==> config.mk <==
export PLATFORM = sky130hd
export DESIGN_NAME = dtc_top
export DESIGN_NICKNAME = d
export VERILOG_FILES = /design/src/dtc_top.v
export VERILOG_INCLUDE_DIRS = /design/src /design/src/include
export SDC_FILE = /design/constraint.sdc
export NUM_CORES = 2
export LEC_CHECK = 0
export ABC_AREA = 0
export BUFFER_PORTS_ARGS = -buffer_cell sky130_fd_sc_hd__buf_2
export CORE_MARGIN = 4
export CORE_UTILIZATION = 30
export DETAILED_ROUTE_END_ITERATION = 10
export GPL_ROUTABILITY_DRIVEN = 0
export SYNTH_ARGS = -nofsm -noshare
export SYNTH_HDL_FRONTEND = slang
export SYNTH_SLANG_ARGS = --single-unit
==> constraint.sdc <==
create_clock -name clk_sys -period 5.3 [get_ports clk_sys]
set_clock_uncertainty 0.2 [all_clocks]
set_input_delay 0.795 -clock clk_sys [delete_from_list [all_inputs] [get_ports clk_sys]]
set_output_delay 0.795 -clock clk_sys [all_outputs]
set_load 0.05 [all_outputs]
==> src/include/dtc_consts.vh <==
// Constants for the D/A trigger, status and channel control block
`ifndef DTC_CONSTS_VH
`define DTC_CONSTS_VH

// Trigger source codes
`define DTC_SRC_BUS       3'h0
`define DTC_SRC_HOLD      3'h1
`define DTC_SRC_EXT       3'h2
`define DTC_SRC_TTL       3'h3
`define DTC_SRC_IMM       3'h4

// Trigger state codes, one-hot
`define DTC_ST_IDLE       2'h1
`define DTC_ST_WAIT       2'h2

// Status byte summary positions
`define DTC_STB_QUES_BIT  3
`define DTC_STB_OPER_BIT  7

// Reset values
`define DTC_ENA_RST       16'h0000
`define DTC_SRC_RST       3'h1

// Output mode encoding
`define DTC_MODE_VOLT     1'b0
`define DTC_MODE_CURR     1'b1

// Relay state encoding
`define DTC_RELAY_OPEN    1'b0
`define DTC_RELAY_CLOSED  1'b1

// Self-test outcome codes
`define DTC_TST_PASS      16'h0000

`endif

==> src/dtc_top.v <==
// Trigger, status and channel control logic of a multichannel D/A module
//
// Behaviour
// - Per TTL line enable, driven on trigger
// - Relay state per channel, 0 open 1 closed
// - Immediate write updates output at once
// - Triggered write pending until trigger and relay
// - Triggered readback returns most recent write
// - Per channel current or voltage mode
// - Operation condition read is non-destructive
// - Status byte bit 7 from operation AND
// - Operation event read clears its bits
// - Preset zeroes enables, leaves condition, event
// - Questionable condition read is non-destructive
// - Status byte bit 3 from questionable AND
// - Questionable event read clears its bits
// - Both enable masks read back last value
// - Single or full self-test, 16-bit result
// - Module trigger source held and readable
// - Software trigger only for bus or hold
// - Abort forces idle, trigger system off
// - Initiate moves idle to wait-for-trigger
// - Common trigger gives immediate trigger event
// - Trigger status as a 16-bit word
`timescale 1ns/1ps
`include "dtc_consts.vh"

module dtc_top #(
    parameter NCH   = 16,
    parameter DW    = 16,
    parameter NTTL  = 8,
    parameter SW    = 16,
    parameter NTEST = 4
) (
    input  wire                 clk_sys,
    input  wire                 sys_rst,
    input  wire                 clk_en,
    // Channel commands
    input  wire [3:0]           ch_sel,
    input  wire                 imm_wr,
    input  wire                 trg_wr,
    input  wire [DW-1:0]        lvl_data,
    input  wire                 relay_wr,
    input  wire                 relay_val,
    input  wire                 mode_wr,
    input  wire                 mode_val,
    output reg  [DW-1:0]        trg_lvl_rd,
    output reg                  relay_rd,
    output reg                  mode_rd,
    output reg  [NCH*DW-1:0]    dac_out,
    output reg  [NCH-1:0]       relay_out,
    output reg  [NCH-1:0]       mode_out,
    // Trigger system
    input  wire [2:0]           src_sel,
    input  wire                 src_wr,
    output reg  [2:0]           src_rd,
    input  wire                 soft_trg,
    input  wire                 common_trg,
    input  wire                 ext_trg_pin,
    input  wire [NTTL-1:0]      ttl_in_pin,
    input  wire                 abort_cmd,
    input  wire                 init_cmd,
    input  wire [NTTL-1:0]      ttl_ena_wdata,
    input  wire                 ttl_ena_wr,
    output reg  [NTTL-1:0]      ttl_ena_rd,
    output reg  [NTTL-1:0]      ttl_out,
    output reg  [NTTL-1:0]      ttl_oe,
    output reg  [15:0]          trg_status,
    // Status groups
    input  wire [SW-1:0]        oper_cond_in,
    input  wire [SW-1:0]        ques_cond_in,
    input  wire                 oper_ena_wr,
    input  wire                 ques_ena_wr,
    input  wire [SW-1:0]        ena_wdata,
    input  wire                 stat_preset,
    input  wire                 oper_evt_rd,
    input  wire                 ques_evt_rd,
    output reg  [SW-1:0]        oper_cond_rd,
    output reg  [SW-1:0]        ques_cond_rd,
    output reg  [SW-1:0]        oper_evt_q,
    output reg  [SW-1:0]        ques_evt_q,
    output reg  [SW-1:0]        oper_ena_rd,
    output reg  [SW-1:0]        ques_ena_rd,
    output wire [7:0]           status_byte,
    // Self-test
    input  wire                 tst_start,
    input  wire                 tst_all,
    input  wire [3:0]           tst_num,
    output reg                  tst_done,
    output reg  [15:0]          tst_result
);

    localparam ST_IDLE = `DTC_ST_IDLE;
    localparam ST_WAIT = `DTC_ST_WAIT;
    localparam integer TST_LAST = NTEST - 1;

    reg [DW-1:0]   pend_r [0:NCH-1];
    reg [DW-1:0]   last_r [0:NCH-1];
    reg [1:0]      state_r;
    reg [1:0]      state_nxt;
    reg            ext_s1_r;
    reg            ext_s2_r;
    reg            ext_d_r;
    reg [NTTL-1:0] ttl_s1_r;
    reg [NTTL-1:0] ttl_s2_r;
    reg [NTTL-1:0] ttl_d_r;
    reg [NCH-1:0]  armed_r;
    reg [SW-1:0]   oper_prev_r;
    reg [SW-1:0]   ques_prev_r;
    reg            tst_busy_r;
    reg [3:0]      tst_idx_r;
    reg [3:0]      tst_last_r;
    reg [15:0]     tst_acc_r;
    integer        i;

    // Single test: number 0 checks the trigger state, 1 the source code, others pass
    function [15:0] dtc_test;
        input [3:0] num;
        input [1:0] st;
        input [2:0] src;
        begin
            case (num)
                4'h0: dtc_test = (st == ST_IDLE || st == ST_WAIT) ?
                                 `DTC_TST_PASS : 16'h0001;
                4'h1: dtc_test = (src <= `DTC_SRC_IMM) ?
                                 `DTC_TST_PASS : 16'h0002;
                default: dtc_test = `DTC_TST_PASS;
            endcase
        end
    endfunction

    // Trigger event decode; soft trigger ignored unless bus or hold
    wire soft_ok  = soft_trg &&
                    (src_rd == `DTC_SRC_BUS || src_rd == `DTC_SRC_HOLD);
    wire ext_edge = ext_s2_r & ~ext_d_r;
    wire ttl_edge = |(ttl_s2_r & ~ttl_d_r);
    wire src_evt  = (src_rd == `DTC_SRC_IMM) ||
                    (src_rd == `DTC_SRC_EXT && ext_edge) ||
                    (src_rd == `DTC_SRC_TTL && ttl_edge);
    wire trg_evt  = soft_ok || common_trg || src_evt;
    wire fire     = (state_r == ST_WAIT) && trg_evt && !abort_cmd;

    // Summary bits into the status byte
    assign status_byte = {|(oper_evt_q & oper_ena_rd), 3'h0,
                          |(ques_evt_q & ques_ena_rd), 3'h0};

    // Trigger state machine next state
    always @* begin
        state_nxt = state_r;
        case (state_r)
            ST_IDLE: begin
                if (init_cmd && !abort_cmd)
                    state_nxt = ST_WAIT;
            end
            ST_WAIT: begin
                if (abort_cmd)
                    state_nxt = ST_IDLE;
                else if (fire)
                    state_nxt = ST_IDLE;
            end
            default: state_nxt = ST_IDLE;
        endcase
    end

    // Pin synchronisers; second stage only feeds the edge logic
    always @(posedge clk_sys) begin
        if (sys_rst) begin
            ext_s1_r <= 1'b0;
            ext_s2_r <= 1'b0;
            ext_d_r  <= 1'b0;
            ttl_s1_r <= {NTTL{1'b0}};
            ttl_s2_r <= {NTTL{1'b0}};
            ttl_d_r  <= {NTTL{1'b0}};
        end else if (clk_en) begin
            ext_s1_r <= ext_trg_pin;
            ext_s2_r <= ext_s1_r;
            ext_d_r  <= ext_s2_r;
            ttl_s1_r <= ttl_in_pin;
            ttl_s2_r <= ttl_s1_r;
            ttl_d_r  <= ttl_s2_r;
        end
    end

    // Trigger state, source and TTL output enables
    always @(posedge clk_sys) begin
        if (sys_rst) begin
            state_r    <= ST_IDLE;
            src_rd     <= `DTC_SRC_RST;
            ttl_ena_rd <= {NTTL{1'b0}};
            ttl_out    <= {NTTL{1'b0}};
            ttl_oe     <= {NTTL{1'b0}};
        end else if (clk_en) begin
            state_r <= state_nxt;
            if (src_wr)
                src_rd <= src_sel;
            if (ttl_ena_wr)
                ttl_ena_rd <= ttl_ena_wdata;
            // One-cycle pulse on each enabled line when triggered
            ttl_out <= fire ? ttl_ena_rd : {NTTL{1'b0}};
            ttl_oe  <= fire ? ttl_ena_rd : {NTTL{1'b0}};
        end
    end

    // Trigger status word: state, source, armed channels present
    always @(posedge clk_sys) begin
        if (sys_rst)
            trg_status <= 16'h0000;
        else if (clk_en)
            trg_status <= {10'h000, |armed_r, src_rd,
                           state_r};
    end

    // Channel levels, relays and modes
    always @(posedge clk_sys) begin
        if (sys_rst) begin
            relay_out <= {NCH{`DTC_RELAY_OPEN}};
            mode_out  <= {NCH{`DTC_MODE_VOLT}};
            armed_r   <= {NCH{1'b0}};
            dac_out   <= {NCH*DW{1'b0}};
            for (i = 0; i < NCH; i = i + 1) begin
                pend_r[i] <= {DW{1'b0}};
                last_r[i] <= {DW{1'b0}};
            end
        end else if (clk_en) begin
            if (relay_wr)
                relay_out[ch_sel] <= relay_val;
            if (mode_wr)
                mode_out[ch_sel] <= mode_val;
            // Apply armed values; relay must be closed to take effect
            if (fire) begin
                for (i = 0; i < NCH; i = i + 1) begin
                    if (armed_r[i] && relay_out[i]) begin
                        dac_out[i*DW +: DW] <= pend_r[i];
                        armed_r[i] <= 1'b0;
                    end
                end
            end
            // Immediate write goes out at once; relay gates terminals
            if (imm_wr) begin
                dac_out[ch_sel*DW +: DW] <= lvl_data;
                last_r[ch_sel] <= lvl_data;
            end
            // New pending value wins over an apply in the same cycle
            if (trg_wr) begin
                pend_r[ch_sel]  <= lvl_data;
                armed_r[ch_sel] <= 1'b1;
                last_r[ch_sel]  <= lvl_data;
            end
        end
    end

    // Registered readback of the selected channel
    always @(posedge clk_sys) begin
        if (sys_rst) begin
            trg_lvl_rd <= {DW{1'b0}};
            relay_rd   <= 1'b0;
            mode_rd    <= 1'b0;
        end else if (clk_en) begin
            trg_lvl_rd <= last_r[ch_sel];
            relay_rd   <= relay_out[ch_sel];
            mode_rd    <= mode_out[ch_sel];
        end
    end

    // Status groups: rising condition bits latch into events
    always @(posedge clk_sys) begin
        if (sys_rst) begin
            oper_cond_rd <= {SW{1'b0}};
            ques_cond_rd <= {SW{1'b0}};
            oper_prev_r  <= {SW{1'b0}};
            ques_prev_r  <= {SW{1'b0}};
            oper_evt_q   <= {SW{1'b0}};
            ques_evt_q   <= {SW{1'b0}};
            oper_ena_rd  <= `DTC_ENA_RST;
            ques_ena_rd  <= `DTC_ENA_RST;
        end else if (clk_en) begin
            // Condition copies are never touched by a read
            oper_cond_rd <= oper_cond_in;
            ques_cond_rd <= ques_cond_in;
            oper_prev_r  <= oper_cond_in;
            ques_prev_r  <= ques_cond_in;
            // Read clears, but a new rise in that cycle survives
            oper_evt_q <= (oper_evt_rd ? {SW{1'b0}} : oper_evt_q) |
                          (oper_cond_in & ~oper_prev_r);
            ques_evt_q <= (ques_evt_rd ? {SW{1'b0}} : ques_evt_q) |
                          (ques_cond_in & ~ques_prev_r);
            // Preset overrides a write in the same cycle
            if (stat_preset) begin
                oper_ena_rd <= `DTC_ENA_RST;
                ques_ena_rd <= `DTC_ENA_RST;
            end else begin
                if (oper_ena_wr)
                    oper_ena_rd <= ena_wdata;
                if (ques_ena_wr)
                    ques_ena_rd <= ena_wdata;
            end
        end
    end

    // Self-test sequencer: one test, or all in turn with OR of codes
    always @(posedge clk_sys) begin
        if (sys_rst) begin
            tst_busy_r <= 1'b0;
            tst_idx_r  <= 4'h0;
            tst_last_r <= 4'h0;
            tst_acc_r  <= 16'h0000;
            tst_done   <= 1'b0;
            tst_result <= 16'h0000;
        end else if (clk_en) begin
            tst_done <= 1'b0;
            if (!tst_busy_r && tst_start) begin
                tst_busy_r <= 1'b1;
                tst_idx_r  <= tst_all ? 4'h0 : tst_num;
                tst_last_r <= tst_all ? TST_LAST[3:0] : tst_num;
                tst_acc_r  <= 16'h0000;
            end else if (tst_busy_r) begin
                if (tst_idx_r == tst_last_r) begin
                    tst_busy_r <= 1'b0;
                    tst_done   <= 1'b1;
                    tst_result <= tst_acc_r |
                        dtc_test(tst_idx_r, state_r, src_rd);
                end else begin
                    tst_acc_r <= tst_acc_r |
                        dtc_test(tst_idx_r, state_r, src_rd);
                    tst_idx_r <= tst_idx_r + 4'h1;
                end
            end
        end
    end

endmodule // dtc_top

==> flow_summary.ini <==
[run_status]
status = finished clean

[pwr]
vdd_drop_max_mv = 0.2724
powerDensity_mw_per_mm2 = 340.4
leakagePower_nw = 19.65

[logic_synthesis]
synth-edff-count = 512
async_flop_share_pct = 0
yosysWarningCount = 0
syn_area_mm2 = 0.04499
syn_inst = 4282
ys.flop_type = edfxtp_1
yosysTopAreaCell = edfxtp_1
syn_area_per_cell_um2 = 10.51
synth_cell_types = 95
netlist.area_leader.share_pct = 34.18
seq_area_frac_synth_pct = 55.80
yosys_register_bits = 998
synthTopCellsByArea = edfxtp_1, dfxtp_1, and2_1

[route]
firstDrtPassIters = 6
drt_iter0_drc = 4365
vias_per_cell = 5.543
postRouteAntennaNets = 0
wl_per_cell_um = 26.97
routed-via-count = 37480
route.detailed.drc = 0
routed_wl_mm = 182.3

[grt]
antenna_found_initial = 18
grt_pass1_vias = 35020
grt_usage_pct = 22.28
grt_max_degree = 135
grt.overflow.total = 0
grt_pass1_wl_mm = 257.9

[floorplanning]
core_area_mm2 = 0.1484
die_x_um = 395.2
die_h_um = 395.2
initial_core_util_pct = 30.32
pin_count = 584
dieArea_mm2 = 0.1562
rows = 141

[placed_design]
io_buffers = 553
dpl.hpwl_mm = 126.2

[timing]
fin_crit_sh_pct = 70.30
finalCriticalPeriod_ns = 3.726
tns_ns = 0
finalHoldViolCount = 0
rsz0062_at_grt = false
slew_headroom_pct = 14.79
worst_slew_pin_slew_ns = 1.273
fmax_mhz = 268.4
report.final.slew_viol_count = 0
setup_viol = 0

[clock_tree]
clockBufferDepth = 3
cts_root_buf = clkbuf_16
htree_levels = 3
cts_resized = 0
post_cts_buffers = 0
clk_pin_slew_ns = 0.06
cts_tree = built
cts_buffers = 108
cts_sinks = 998
clkLatencyLatePin_ns = 0.74
ctsHoldBuffers = 0

[layout]
drive_gt1_share_pct = 21.04
nets = 4784
final_cell_mix = buf_2, edfxtp_1, dfxtp_1, nor2_1, and2_1
final_common_cell = buf_2
postLayoutCoreUtil_pct = 35.76
area.growth.synth_to_final_pct = 17.95

[worst_setup_path]
cp-start-kind = input pin
crit_arrival_ns = 4.18
required_ns = 5.76
worstPathMaxFanout = 16
cp-end-kind = register
worstSetupPathType = input pin to register

[min_path]
hold_path_class = input pin to register

[run]
cap_violations = 0
-- worst paths after layout --
check                         endpoint                   startpoint  cells after the start  slack, ns
max reg2reg  dac_out[244]$_SDFFE_PP0P_       src_rd[1]$_SDFFE_PP0P_                      7       1.71
min           ttl_s1_r[2]$_SDFFE_PP0P_                ttl_in_pin[2]                      3       0.11
min reg2reg  dac_out[107]$_SDFFE_PP0P_  pend_r[6][11]$_SDFFCE_PN0P_                      1       0.26
max          dac_out[237]$_SDFFE_PP0P_                    ch_sel[1]                      9       1.57
-- state kept, by name, indices dropped and copies added, names as in the netlist, 16 cells and up --
name         count
armed_r         16
dac_out        256
last_r         256
mode_out        16
oper_ena_rd     16
oper_evt_q      16
oper_prev_r     16
pend_r         256
ques_ena_rd     16
ques_evt_q      16
ques_prev_r     16
relay_out       16
trg_lvl_rd      16
-- critical path, stage by stage --
cell and delay (ns):
buf_2 0.20, inv_1 0.16, ha_1 0.54, nand3b_1 0.59, a2111oi_4 0.75, and2_1 0.65
a32oi_1 0.21, nor2_1 0.14, a221o_1 0.13
-- kinds of logic (layout without fill, tap and decap cells) --
family | count (synthesis) | in the layout | share of synthesized area, %
flip-flops | 998 | 998 | 55.80
AND/OR/NAND/NOR | 1652 | 1652 | 18.60
AO/OA/AOI/OAI | 884 | 884 | 13.54
other | 1 | 37 | 0.008336
buffers and inverters | 532 | 974 | 5.162
multiplexers | 198 | 198 | 6.427
adder cells (fa/ha/maj) | 11 | 11 | 0.3059
XOR/XNOR | 6 | 6 | 0.1585
-- power breakdown --
| group | internal, W | total [W] | switching (W) |
|---|---|---|---|
| clock network | 0.00431 | 0.00761 | 0.00330 |
| registers | 0.00844 | 0.00860 | 0.000165 |
| logic | 0.000437 | 0.00184 | 0.00141 |
| total | 0.0132 | 0.0181 | 0.00488 |
-- synth_stat cells (16+ instances only) --
cell,instances
a21oi_1,210
a221o_1,49
a221oi_1,16
a2bb2oi_1,17
a31o_2,20
a31oi_1,95
a32oi_1,69
and2_1,338
and3_1,35
buf_1,46
buf_2,64
buf_4,45
clkbuf_1,291
dfxtp_1,486
edfxtp_1,512
inv_1,71
mux2i_1,119
mux4_2,72
nand2_1,301
nand3_1,174
nand3b_1,20
nand4_1,97
nor2_1,340
nor2b_1,38
nor3_1,231
nor4_1,17
o21ai_0,183
o21ai_1,18
o221ai_1,47
o2bb2ai_1,20
-- per-layer routing --
layer	vias to the layer above	wire length (µm)	share of wire, %	track usage [%]
met4	4	7756	4.3	8.797
met1	18540	70180	38	28.32
met3	344	21210	12	7.093
li1	16460	-	-	-
met5	-	24	0.013	0
met2	2130	83180	46	35.22
-- stage by stage --
| stage | std cells | setup WS, ns | total power [W] | area, µm² | hold WS [ns] |
|---|---|---|---|---|---|
| 2_1_floorplan | 4311 | 1.253 | 0.009907 | 45100 | 0.2446 |
| 3_3_place_gp | 6551 | 1.033 | 0.01056 | 49520 | 0.2476 |
| 3_5_place_dp | 6551 | 0.9678 | 0.01059 | 49520 | 0.2537 |
| 4_1_cts | 6755 | 1.686 | 0.01813 | 53040 | 0.05807 |
| 5_1_grt | 6756 | 1.455 | 0.01859 | 53050 | 0.09300 |
| 6_report | 6762 | 1.574 | 0.01806 | 53060 | 0.1149 |
-- layout make-up --
class | instances | area, µm²
inverters | 77 | 294.0
clock buffers | 161 | 3023
multi-input cells | 2781 | 17720
fillers | 14720 | 95310
diodes | 7 | 17.52
flip-flops and latches | 998 | 25100
repair buffers | 693 | 3891
well taps | 2002 | 2505
clock inverters | 43 | 504.2
Power figures use the tool's default switching activity.
